[config.mk]
export PLATFORM = sky130hd
export DESIGN_NAME = vdec_input_sync
export DESIGN_NICKNAME = d
export VERILOG_FILES = /design/src/logic/vdec_sync_pkg.sv /design/src/logic/vdec_timing_if.sv /design/src/logic/vdec_input_sync.sv /design/src/logic/vdec_flywheel.sv
export SDC_FILE = /design/constraint.sdc
export NUM_CORES = 1
export LEC_CHECK = 0
export BUFFER_PORTS_ARGS = -buffer_cell sky130_fd_sc_hd__buf_4
export CORE_ASPECT_RATIO = 1.75
export CORE_MARGIN = 2
export CORE_UTILIZATION = 40
export DETAILED_ROUTE_END_ITERATION = 8
export PLACE_DENSITY = 0.68
export SYNTH_ARGS = -nofsm -noshare
export SYNTH_HDL_FRONTEND = slang
export SYNTH_SLANG_ARGS = --single-unit
[constraint.sdc]
create_clock -name clock -period 5.7 [get_ports clock]
set_input_delay 1.71 -clock clock [delete_from_list [all_inputs] [get_ports clock]]
set_output_delay 1.71 -clock clock [all_outputs]
set_load 0.01 [all_outputs]
[src/logic/vdec_sync_pkg.sv]
`default_nettype none
package vdec_sync_pkg;
    // ************************************************************
    // Widths and data alignment
    // ************************************************************
    localparam int unsigned DATA_W      = 10;            // Full word, bit 9 is the MSB
    localparam int unsigned LOW_BITS    = 2;             // Bits dropped on 8-bit variants
    localparam int unsigned CNT_W       = 12;            // Pixel and line counter width
    localparam int unsigned COMB_W      = 4;             // Selects one of sixteen combs
    localparam int unsigned VAR_W       = 3;             // Selects one of six variants
    // ************************************************************
    // Embedded timing word fields
    // ************************************************************
    localparam logic [9:0]  PREAMBLE_ONE  = 10'h3ff;     // First word of a timing code
    localparam logic [9:0]  PREAMBLE_ZERO = 10'h000;     // Second and third words
    localparam int unsigned XY_V_BIT      = 7;           // Vertical blanking flag
    localparam int unsigned XY_H_BIT      = 6;           // End-of-active flag (line start)
    // ************************************************************
    // Sync separator thresholds and defaults
    // ************************************************************
    localparam logic [9:0]  SYNC_LEVEL    = 10'h040;     // Below this the input is sync tip
    localparam logic [11:0] LONG_SYNC     = 12'h040;     // Sync longer than this is vertical
    localparam logic [11:0] LINE_DEFAULT  = 12'h38c;     // Line length before first lock
    localparam logic [11:0] FIELD_LINES   = 12'h106;     // Lines per field when flywheeling
    localparam logic [11:0] HS_WIDTH      = 12'h040;     // Decoded hsync width in pixels
    localparam logic [11:0] VS_LINES      = 12'h003;     // Decoded vsync width in lines
    // ************************************************************
    // Modes and variants
    // ************************************************************
    localparam logic [1:0]  SRC_EMBED     = 2'h0;        // Embedded timing words
    localparam logic [1:0]  SRC_EXT       = 2'h1;        // External sync pins
    localparam logic [1:0]  SRC_SEP       = 2'h2;        // Internal sync separator
    localparam logic [2:0]  VAR_FULL10    = 3'h0;        // 10-bit three-line, emulates all
    localparam logic [2:0]  VAR_LAST      = 3'h5;        // Highest valid variant code
    localparam logic [3:0]  COMB_SIMPLE   = 4'h0;        // Bandsplit-only comb code
endpackage
`default_nettype wire

[src/logic/vdec_timing_if.sv]
`default_nettype none
// Carries the lock events from the source selector into the timing counters
interface vdec_timing_if;
    logic        line_start;                              // Begin a new line
    logic        field_start;                             // Begin a new field
    logic [11:0] line_len;                                // Measured line length
    logic        len_valid;                               // line_len is fresh
    modport src (output line_start, field_start, line_len, len_valid);
    modport dst (input  line_start, field_start, line_len, len_valid);
endinterface
`default_nettype wire

[src/logic/vdec_input_sync.sv]
`default_nettype none
// Overview of operation
// - Decode 12.27 to 17.73 MHz pixel rates
// - Words MSB aligned at bit nine
// - Lock counters to embedded timing words, only while eight_bit is low
// - Separator locks mid-sync in vertical group
// - Separator flywheels through active field
// - Subcarrier mode syncs flagged not valid
// - Any of sixteen comb architectures selectable, except variant code 2 and codes above 5, which force the simple comb
// - All six variants share one map
// - Full variant emulates every reduced variant
module vdec_input_sync (
    input  wire logic       clock,
    input  wire logic       rst_n,
    input  wire logic [9:0] video_input_a,               // Composite or luma input
    input  wire logic [9:0] video_input_b,               // Chroma input in YC mode
    input  wire logic       ext_hsync_n,                 // External horizontal sync
    input  wire logic       ext_vsync_n,                 // External vertical sync
    input  wire logic [1:0] sync_source,                 // Embedded, external or separator
    input  wire logic       subcarrier_locked,           // Clock locked to subcarrier
    input  wire logic       eight_bit,                   // Emulate 8-bit variant
    input  wire logic [2:0] variant_sel,                 // Variant to emulate
    input  wire logic [3:0] comb_sel,                    // Requested comb architecture
    output logic            decoded_hsync_out,
    output logic            decoded_vsync_out,
    output logic            sync_valid,                  // Decoded syncs may be trusted
    output logic            locked,                      // A lock event has been seen
    output logic [3:0]      comb_active,                 // Comb architecture in use
    output logic [9:0]      red_cr_out,                  // Aligned input A, MSB at bit 9
    output logic [9:0]      blue_cb_out                  // Aligned input B, MSB at bit 9
);
    // ************************************************************
    // Input synchronisers for the external sync pins
    // ************************************************************
    logic [1:0] hs_sync_reg;                              // Stage 0 is read only by stage 1
    logic [1:0] vs_sync_reg;
    logic       hs_prev_reg;                              // Edge detect on the clean stage
    logic       vs_prev_reg;

    // Two flops before anything looks at an asynchronous pin
    always_ff @(posedge clock or negedge rst_n) begin
        if (!rst_n) begin
            hs_sync_reg <= 2'h3;
            vs_sync_reg <= 2'h3;
            hs_prev_reg <= 1'b1;
            vs_prev_reg <= 1'b1;
        end else begin
            hs_sync_reg <= {hs_sync_reg[0], ext_hsync_n};
            vs_sync_reg <= {vs_sync_reg[0], ext_vsync_n};
            hs_prev_reg <= hs_sync_reg[1];
            vs_prev_reg <= vs_sync_reg[1];
        end
    end

    logic ext_h_fall;                                     // Start of external hsync
    logic ext_v_fall;
    assign ext_h_fall = hs_prev_reg & ~hs_sync_reg[1];
    assign ext_v_fall = vs_prev_reg & ~vs_sync_reg[1];

    // ************************************************************
    // Input word alignment
    // ************************************************************
    logic [9:0] va_w;                                     // Input A after width emulation
    logic [9:0] vb_w;
    // 8-bit parts leave the two low pins open, so force them to zero
    assign va_w = eight_bit ? {video_input_a[9:2], 2'h0} : video_input_a;
    assign vb_w = eight_bit ? {video_input_b[9:2], 2'h0} : video_input_b;

    // ************************************************************
    // Embedded timing word detector
    // ************************************************************
    logic [9:0] w1_reg;                                   // Previous words of the stream
    logic [9:0] w2_reg;
    logic [9:0] w3_reg;
    logic       emb_line;                                 // Timing word marks line start
    logic       emb_field;                                // Timing word marks field start
    logic       vblank_reg;
    logic       vblank_next;

    always_comb begin
        emb_line    = 1'b0;
        emb_field   = 1'b0;
        vblank_next = vblank_reg;
        // Preamble then status word; the H flag set means end of active video
        if (w3_reg == vdec_sync_pkg::PREAMBLE_ONE && w2_reg == vdec_sync_pkg::PREAMBLE_ZERO
            && w1_reg == vdec_sync_pkg::PREAMBLE_ZERO) begin
            vblank_next = va_w[vdec_sync_pkg::XY_V_BIT];
            emb_line    = va_w[vdec_sync_pkg::XY_H_BIT];
            emb_field   = va_w[vdec_sync_pkg::XY_V_BIT] & ~vblank_reg;
        end
    end

    always_ff @(posedge clock or negedge rst_n) begin
        if (!rst_n) begin
            w1_reg     <= 10'h000;
            w2_reg     <= 10'h000;
            w3_reg     <= 10'h000;
            vblank_reg <= 1'b0;
        end else begin
            w1_reg     <= va_w;
            w2_reg     <= w1_reg;
            w3_reg     <= w2_reg;
            vblank_reg <= vblank_next;
        end
    end

    // ************************************************************
    // Internal sync separator
    // ************************************************************
    logic [11:0] tip_len_reg;                             // Width of current sync tip
    logic [11:0] tip_len_next;
    logic [11:0] since_reg;                               // Pixels since last sync midpoint
    logic [11:0] since_next;
    logic        vgroup_reg;                              // Inside the vertical field group
    logic        vgroup_next;
    logic        sep_line;
    logic        sep_field;
    logic        sep_len_ok;
    logic        tip;

    assign tip = va_w < vdec_sync_pkg::SYNC_LEVEL;

    // Lock only while in the vertical group; in the active field, ignore syncs
    always_comb begin
        tip_len_next = tip ? tip_len_reg + 12'h001 : 12'h000;
        since_next   = since_reg + 12'h001;
        vgroup_next  = vgroup_reg;
        sep_line     = 1'b0;
        sep_field    = 1'b0;
        sep_len_ok   = 1'b0;
        if (tip && tip_len_reg > vdec_sync_pkg::LONG_SYNC) begin
            sep_field   = ~vgroup_reg;
            vgroup_next = 1'b1;                           // Long sync opens the group
        end
        if (!tip && tip_len_reg != 12'h000) begin
            if (vgroup_reg) begin
                // Midpoint is half the pulse width back from its trailing edge
                sep_line   = 1'b1;
                sep_len_ok = since_reg > tip_len_reg;
                since_next = {1'b0, tip_len_reg[11:1]};
                if (tip_len_reg <= vdec_sync_pkg::LONG_SYNC && !sep_field) begin
                    vgroup_next = 1'b0;                   // Group over, now flywheel
                end
            end
        end
    end

    always_ff @(posedge clock or negedge rst_n) begin
        if (!rst_n) begin
            tip_len_reg <= 12'h000;
            since_reg   <= 12'h000;
            vgroup_reg  <= 1'b0;
        end else begin
            tip_len_reg <= tip_len_next;
            since_reg   <= since_next;
            vgroup_reg  <= vgroup_next;
        end
    end

    // ************************************************************
    // Source selection and flywheel counters
    // ************************************************************
    vdec_timing_if tim ();
    logic [11:0] pix_cnt;
    logic [11:0] line_cnt;
    logic        lock_reg;                                // A line start has been seen

    always_comb begin
        tim.line_start  = 1'b0;
        tim.field_start = 1'b0;
        tim.len_valid   = 1'b0;
        tim.line_len    = pix_cnt + 12'h001;              // Length of the line just ended
        case (sync_source)
            vdec_sync_pkg::SRC_EMBED: begin
                tim.line_start  = emb_line;
                tim.field_start = emb_field;
                // The first line start has no earlier one to measure from
                tim.len_valid   = emb_line & lock_reg;
            end
            vdec_sync_pkg::SRC_EXT: begin
                tim.line_start  = ext_h_fall;
                tim.field_start = ext_v_fall;
                tim.len_valid   = ext_h_fall & lock_reg;
            end
            vdec_sync_pkg::SRC_SEP: begin
                tim.line_start  = sep_line;
                tim.field_start = sep_field;
                tim.len_valid   = sep_line & sep_len_ok;
                tim.line_len    = since_reg - {1'b0, tip_len_reg[11:1]};
            end
            default: begin
                tim.line_len = pix_cnt + 12'h001;         // Unused code: coast
            end
        endcase
    end

    vdec_flywheel u_flywheel (
        .clock    (clock),
        .rst_n    (rst_n),
        .tim      (tim),
        .pix_cnt  (pix_cnt),
        .line_cnt (line_cnt)
    );

    // ************************************************************
    // Output registers
    // ************************************************************
    logic       hs_next;
    logic       vs_next;
    logic       lock_next;
    logic       valid_next;
    logic [3:0] comb_next;

    // Narrow variants cannot run every comb, so fall back to the simple one
    always_comb begin
        hs_next    = ~(pix_cnt < vdec_sync_pkg::HS_WIDTH);
        vs_next    = ~(line_cnt < vdec_sync_pkg::VS_LINES);
        lock_next  = lock_reg | tim.line_start;
        // Subcarrier clocks flywheel, so decoded syncs are never trusted there
        valid_next = lock_next & ~subcarrier_locked;
        comb_next  = comb_sel;
        if (variant_sel > vdec_sync_pkg::VAR_LAST) begin
            comb_next = vdec_sync_pkg::COMB_SIMPLE;
        end else if (variant_sel != vdec_sync_pkg::VAR_FULL10
                     && variant_sel[1:0] == 2'h2) begin
            comb_next = vdec_sync_pkg::COMB_SIMPLE;
        end
    end

    // Outputs straight from flops; same datapath for any pixel rate
    always_ff @(posedge clock or negedge rst_n) begin
        if (!rst_n) begin
            decoded_hsync_out <= 1'b1;
            decoded_vsync_out <= 1'b1;
            lock_reg          <= 1'b0;
            sync_valid        <= 1'b0;
            comb_active       <= 4'h0;
            red_cr_out        <= 10'h000;
            blue_cb_out       <= 10'h000;
        end else begin
            decoded_hsync_out <= hs_next;
            decoded_vsync_out <= vs_next;
            lock_reg          <= lock_next;
            sync_valid        <= valid_next;
            comb_active       <= comb_next;
            red_cr_out        <= va_w;
            blue_cb_out       <= vb_w;
        end
    end

    assign locked = lock_reg;
endmodule // vdec_input_sync
`default_nettype wire

[src/logic/vdec_flywheel.sv]
`default_nettype none
// ************************************************************
// Free-running horizontal and vertical counters
// ************************************************************
module vdec_flywheel (
    input  wire logic   clock,
    input  wire logic   rst_n,
    vdec_timing_if.dst  tim,
    output logic [11:0] pix_cnt,
    output logic [11:0] line_cnt
);
    logic [11:0] len_reg;                                 // Last locked line length
    logic [11:0] len_next;
    logic [11:0] pix_reg;
    logic [11:0] pix_next;
    logic [11:0] ln_reg;
    logic [11:0] ln_next;

    // Next-state: lock on events, otherwise coast at the last line length
    always_comb begin
        len_next = len_reg;
        pix_next = pix_reg + 12'h001;
        ln_next  = ln_reg;
        if (tim.len_valid) begin
            len_next = tim.line_len;
        end
        if (tim.line_start || pix_reg >= len_reg - 12'h001) begin
            pix_next = 12'h000;
            ln_next  = (ln_reg >= vdec_sync_pkg::FIELD_LINES - 12'h001) ? 12'h000
                                                                         : ln_reg + 12'h001;
        end
        if (tim.field_start) begin
            ln_next = 12'h000;
        end
    end

    // Registers only
    always_ff @(posedge clock or negedge rst_n) begin
        if (!rst_n) begin
            len_reg <= vdec_sync_pkg::LINE_DEFAULT;
            pix_reg <= 12'h000;
            ln_reg  <= 12'h000;
        end else begin
            len_reg <= len_next;
            pix_reg <= pix_next;
            ln_reg  <= ln_next;
        end
    end

    assign pix_cnt  = pix_reg;
    assign line_cnt = ln_reg;
endmodule // vdec_flywheel
`default_nettype wire

==> results.ini <==
[synth]
seq_area_frac_synth = 0.492
avgSynthCellArea_um2 = 10.8
netlist_area_um2 = 5930
syn_inst = 551
yosysWarnings = 0
ys_types = 59
ys_async_sr_fraction = 1.00
syn_nets = 630
synth_ff_type = dfrtp_1
synth_edf_count = 0
yosys_register_bits = 116

[global_route]
use_met1 = 0.188
antenna_found_initial = 0
first_global_vias = 4689
grt_max_degree = 90
grtUsageMet3 = 0.0415
grt_util_met2 = 0.339
grt-busiest-layer = met2
grt_pass1_wl_um = 22200
grt_overflow = 0
grt.total_usage = 0.185

[sta]
setup_tns_ps = 0
rsz0062_at_grt = false
fmax_mhz = 274
skew_ps = 7.43
timing.final.crit_share = 0.641
finalHoldViolCount = 0
post-route-min-period_ps = 3660
setup_viol = 0
slew_headroom = 0.279
finalMaxSlewViolations = 0
worstMarginPinSlew_ps = 1080

[pwr]
p_leak_nw = 3.26
peakVddDrop_mv = 0.257
powerDensity_nw_per_um2 = 444

[place]
dpl_cell_area_um2 = 6580
gp_congestion = 0.925
io_buffer_count = 62
hpwl_um = 10400

[critical_path]
crit_arrival_ps = 3940
crit_path_max_fanout = 22
crit_start = video_input_a[9]
start_kind = input port
path_class = in -> reg
r2r-start = u_flywheel.len_reg[4]
critPathCaptureType = flip-flop
critical_path_required_ps = 5980

[floorplanning]
die-area_um2 = 15800
initial_core_util = 0.411
die-height_um = 165
die_w_um = 96.0
coreArea_um2 = 14400
std_cell_rows = 58
pin_count = 63

[detailed_routing]
wirelength_um = 13800
first_pass_iters = 4
post-route-drc-count = 0
wire_per_inst_um = 16.9
num_vias = 4427
viasPerCell = 5.41
ant_nets = 0
drt_iter0_markers = 181

[min_path]
min_path_type = reg -> reg
hold_start = hs_sync_reg[0]

[clocking]
postCtsSetupRepairBufs = 0
ctsRootBufferMaster = clkbuf_16
cts_sinks = 116
cts.hold.buffers_added = 0
clock_latency_ps = 420
cts_buffers = 17
clock_path_buffers = 2
clkTransAtPathRegs_ps = 60
cts_tree = built
htreeDepth = 4
ctsResizeCount = 0

[layout]
drive_gt1_frac = 0.213
nFillCells = 1241
regArea_um2 = 2920
final_area_um2 = 7200
n_antenna_cell = 0
areaGrowthSynthToFinish_pct = 21.5
multiInputGateArea_um2 = 2860
fin_nets = 704

[flow_run]
cap_viol_max_count = 0

[run_status]
status = finished, final reports clean

[cell families (layout without fill, tap and decap cells)]
| kind of cell | count (synthesis) | in the layout | share of synthesized area |
|---|---|---|---|
| multiplexers | 20 | 20 | 0.0365 |
| adder cells (fa/ha/maj) | 44 | 44 | 0.0941 |
| XOR/XNOR | 45 | 45 | 0.0665 |
| flip-flops | 116 | 116 | 0.492 |
| AO/OA/AOI/OAI | 95 | 95 | 0.0994 |
| buffers and inverters | 35 | 122 | 0.0255 |
| AND/OR/NAND/NOR | 196 | 196 | 0.186 |
[power by group]
part	total (W)	switching, W	internal (W)	leakage, nW
registers	0.00110	0.000146	0.000956	1.42
clock network	0.00112	0.000417	0.000701	0.303
logic	0.000980	0.000548	0.000433	1.54
[final cells by class]
cell class              instances  area share
repair buffers                 64      0.0667
well taps                     180      0.0313
inverters                      26      0.0136
clock inverters                15      0.0271
clock buffers                  17      0.0591
multi-input cells             400       0.397
flip-flops and latches        116       0.405
[worst max-delay path, cell delays in order]
cell and delay [ps]:
buf_4 120, or4_4 630, and2_4 220, o311a_1 110, o21ba_2 250, or3_4 580
a41oi_2 250, nor2_1 60
[cell usage in the layout (no fill, tap or decap), types with 24 or more instances in the layout]
| cell type | instances |
|---|---|
| nand2_1 | 29 |
| o21ai_0 | 26 |
| dfrtp_1 | 103 |
| inv_1 | 26 |
| a21oi_1 | 35 |
| nor2_1 | 43 |
| xnor2_1 | 24 |
| ha_1 | 43 |
| buf_4 | 64 |
[path summary, 6_finish.rpt]
path                                                to  slack, ps  depth (start not counted)
worst min-delay path                    hs_sync_reg[1]        350                          0
min in group asynchronous       u_flywheel.pix_cnt[10]       1480                          1
worst min register to register          hs_sync_reg[1]        350                          0
worst max register to register  u_flywheel.line_cnt[9]       2170                         12
max in group asynchronous        u_flywheel.len_reg[2]       3150                          2
worst max-delay path            u_flywheel.line_cnt[9]       2040                          8
[cell usage after synthesis, drive strengths merged, types with 4 or more instances]
library cell	n	area (um2)
a21o	11	82.6
a21oi	35	175
and2	8	52.6
and3	13	81.3
clkbuf	6	22.5
dfrtp	103	2580
dfstp	13	342
ha	43	538
inv	26	97.6
mux2	13	146
mux2i	7	70.1
nand2	29	109
nand2b	4	25.0
nand3	21	105
nand4	11	68.8
nor2	53	269
nor2b	8	50.1
nor3	17	95.1
nor4	9	56.3
o21ai	27	135
o31ai	4	35.0
or3	5	36.3
xnor2	24	210
xor2	21	184
[layer usage]
layer	vias to the layer above	routed length, um
met2	113	7860
met3	36	433
met5	-	0
met4	0	627
li1	2107	-
met1	2171	4890
[metrics by stage]
| stage | hold slack, ps | instances | util | worst slack [ps] | power [W] |
|---|---|---|---|---|---|
| after floorplan | 345 | 551 | - | 2080 | 0.00186 |
| after global placement | 347 | 786 | 0.456 | 1670 | 0.00205 |
| after detailed placement | 347 | 786 | 0.456 | 1630 | 0.00210 |
| after CTS | 356 | 818 | 0.499 | 2050 | 0.00322 |
| after global routing | 357 | 818 | 0.499 | 1840 | 0.00340 |
| final | 354 | 818 | 0.499 | 2040 | 0.00320 |
Power figures use the tool's default switching activity.
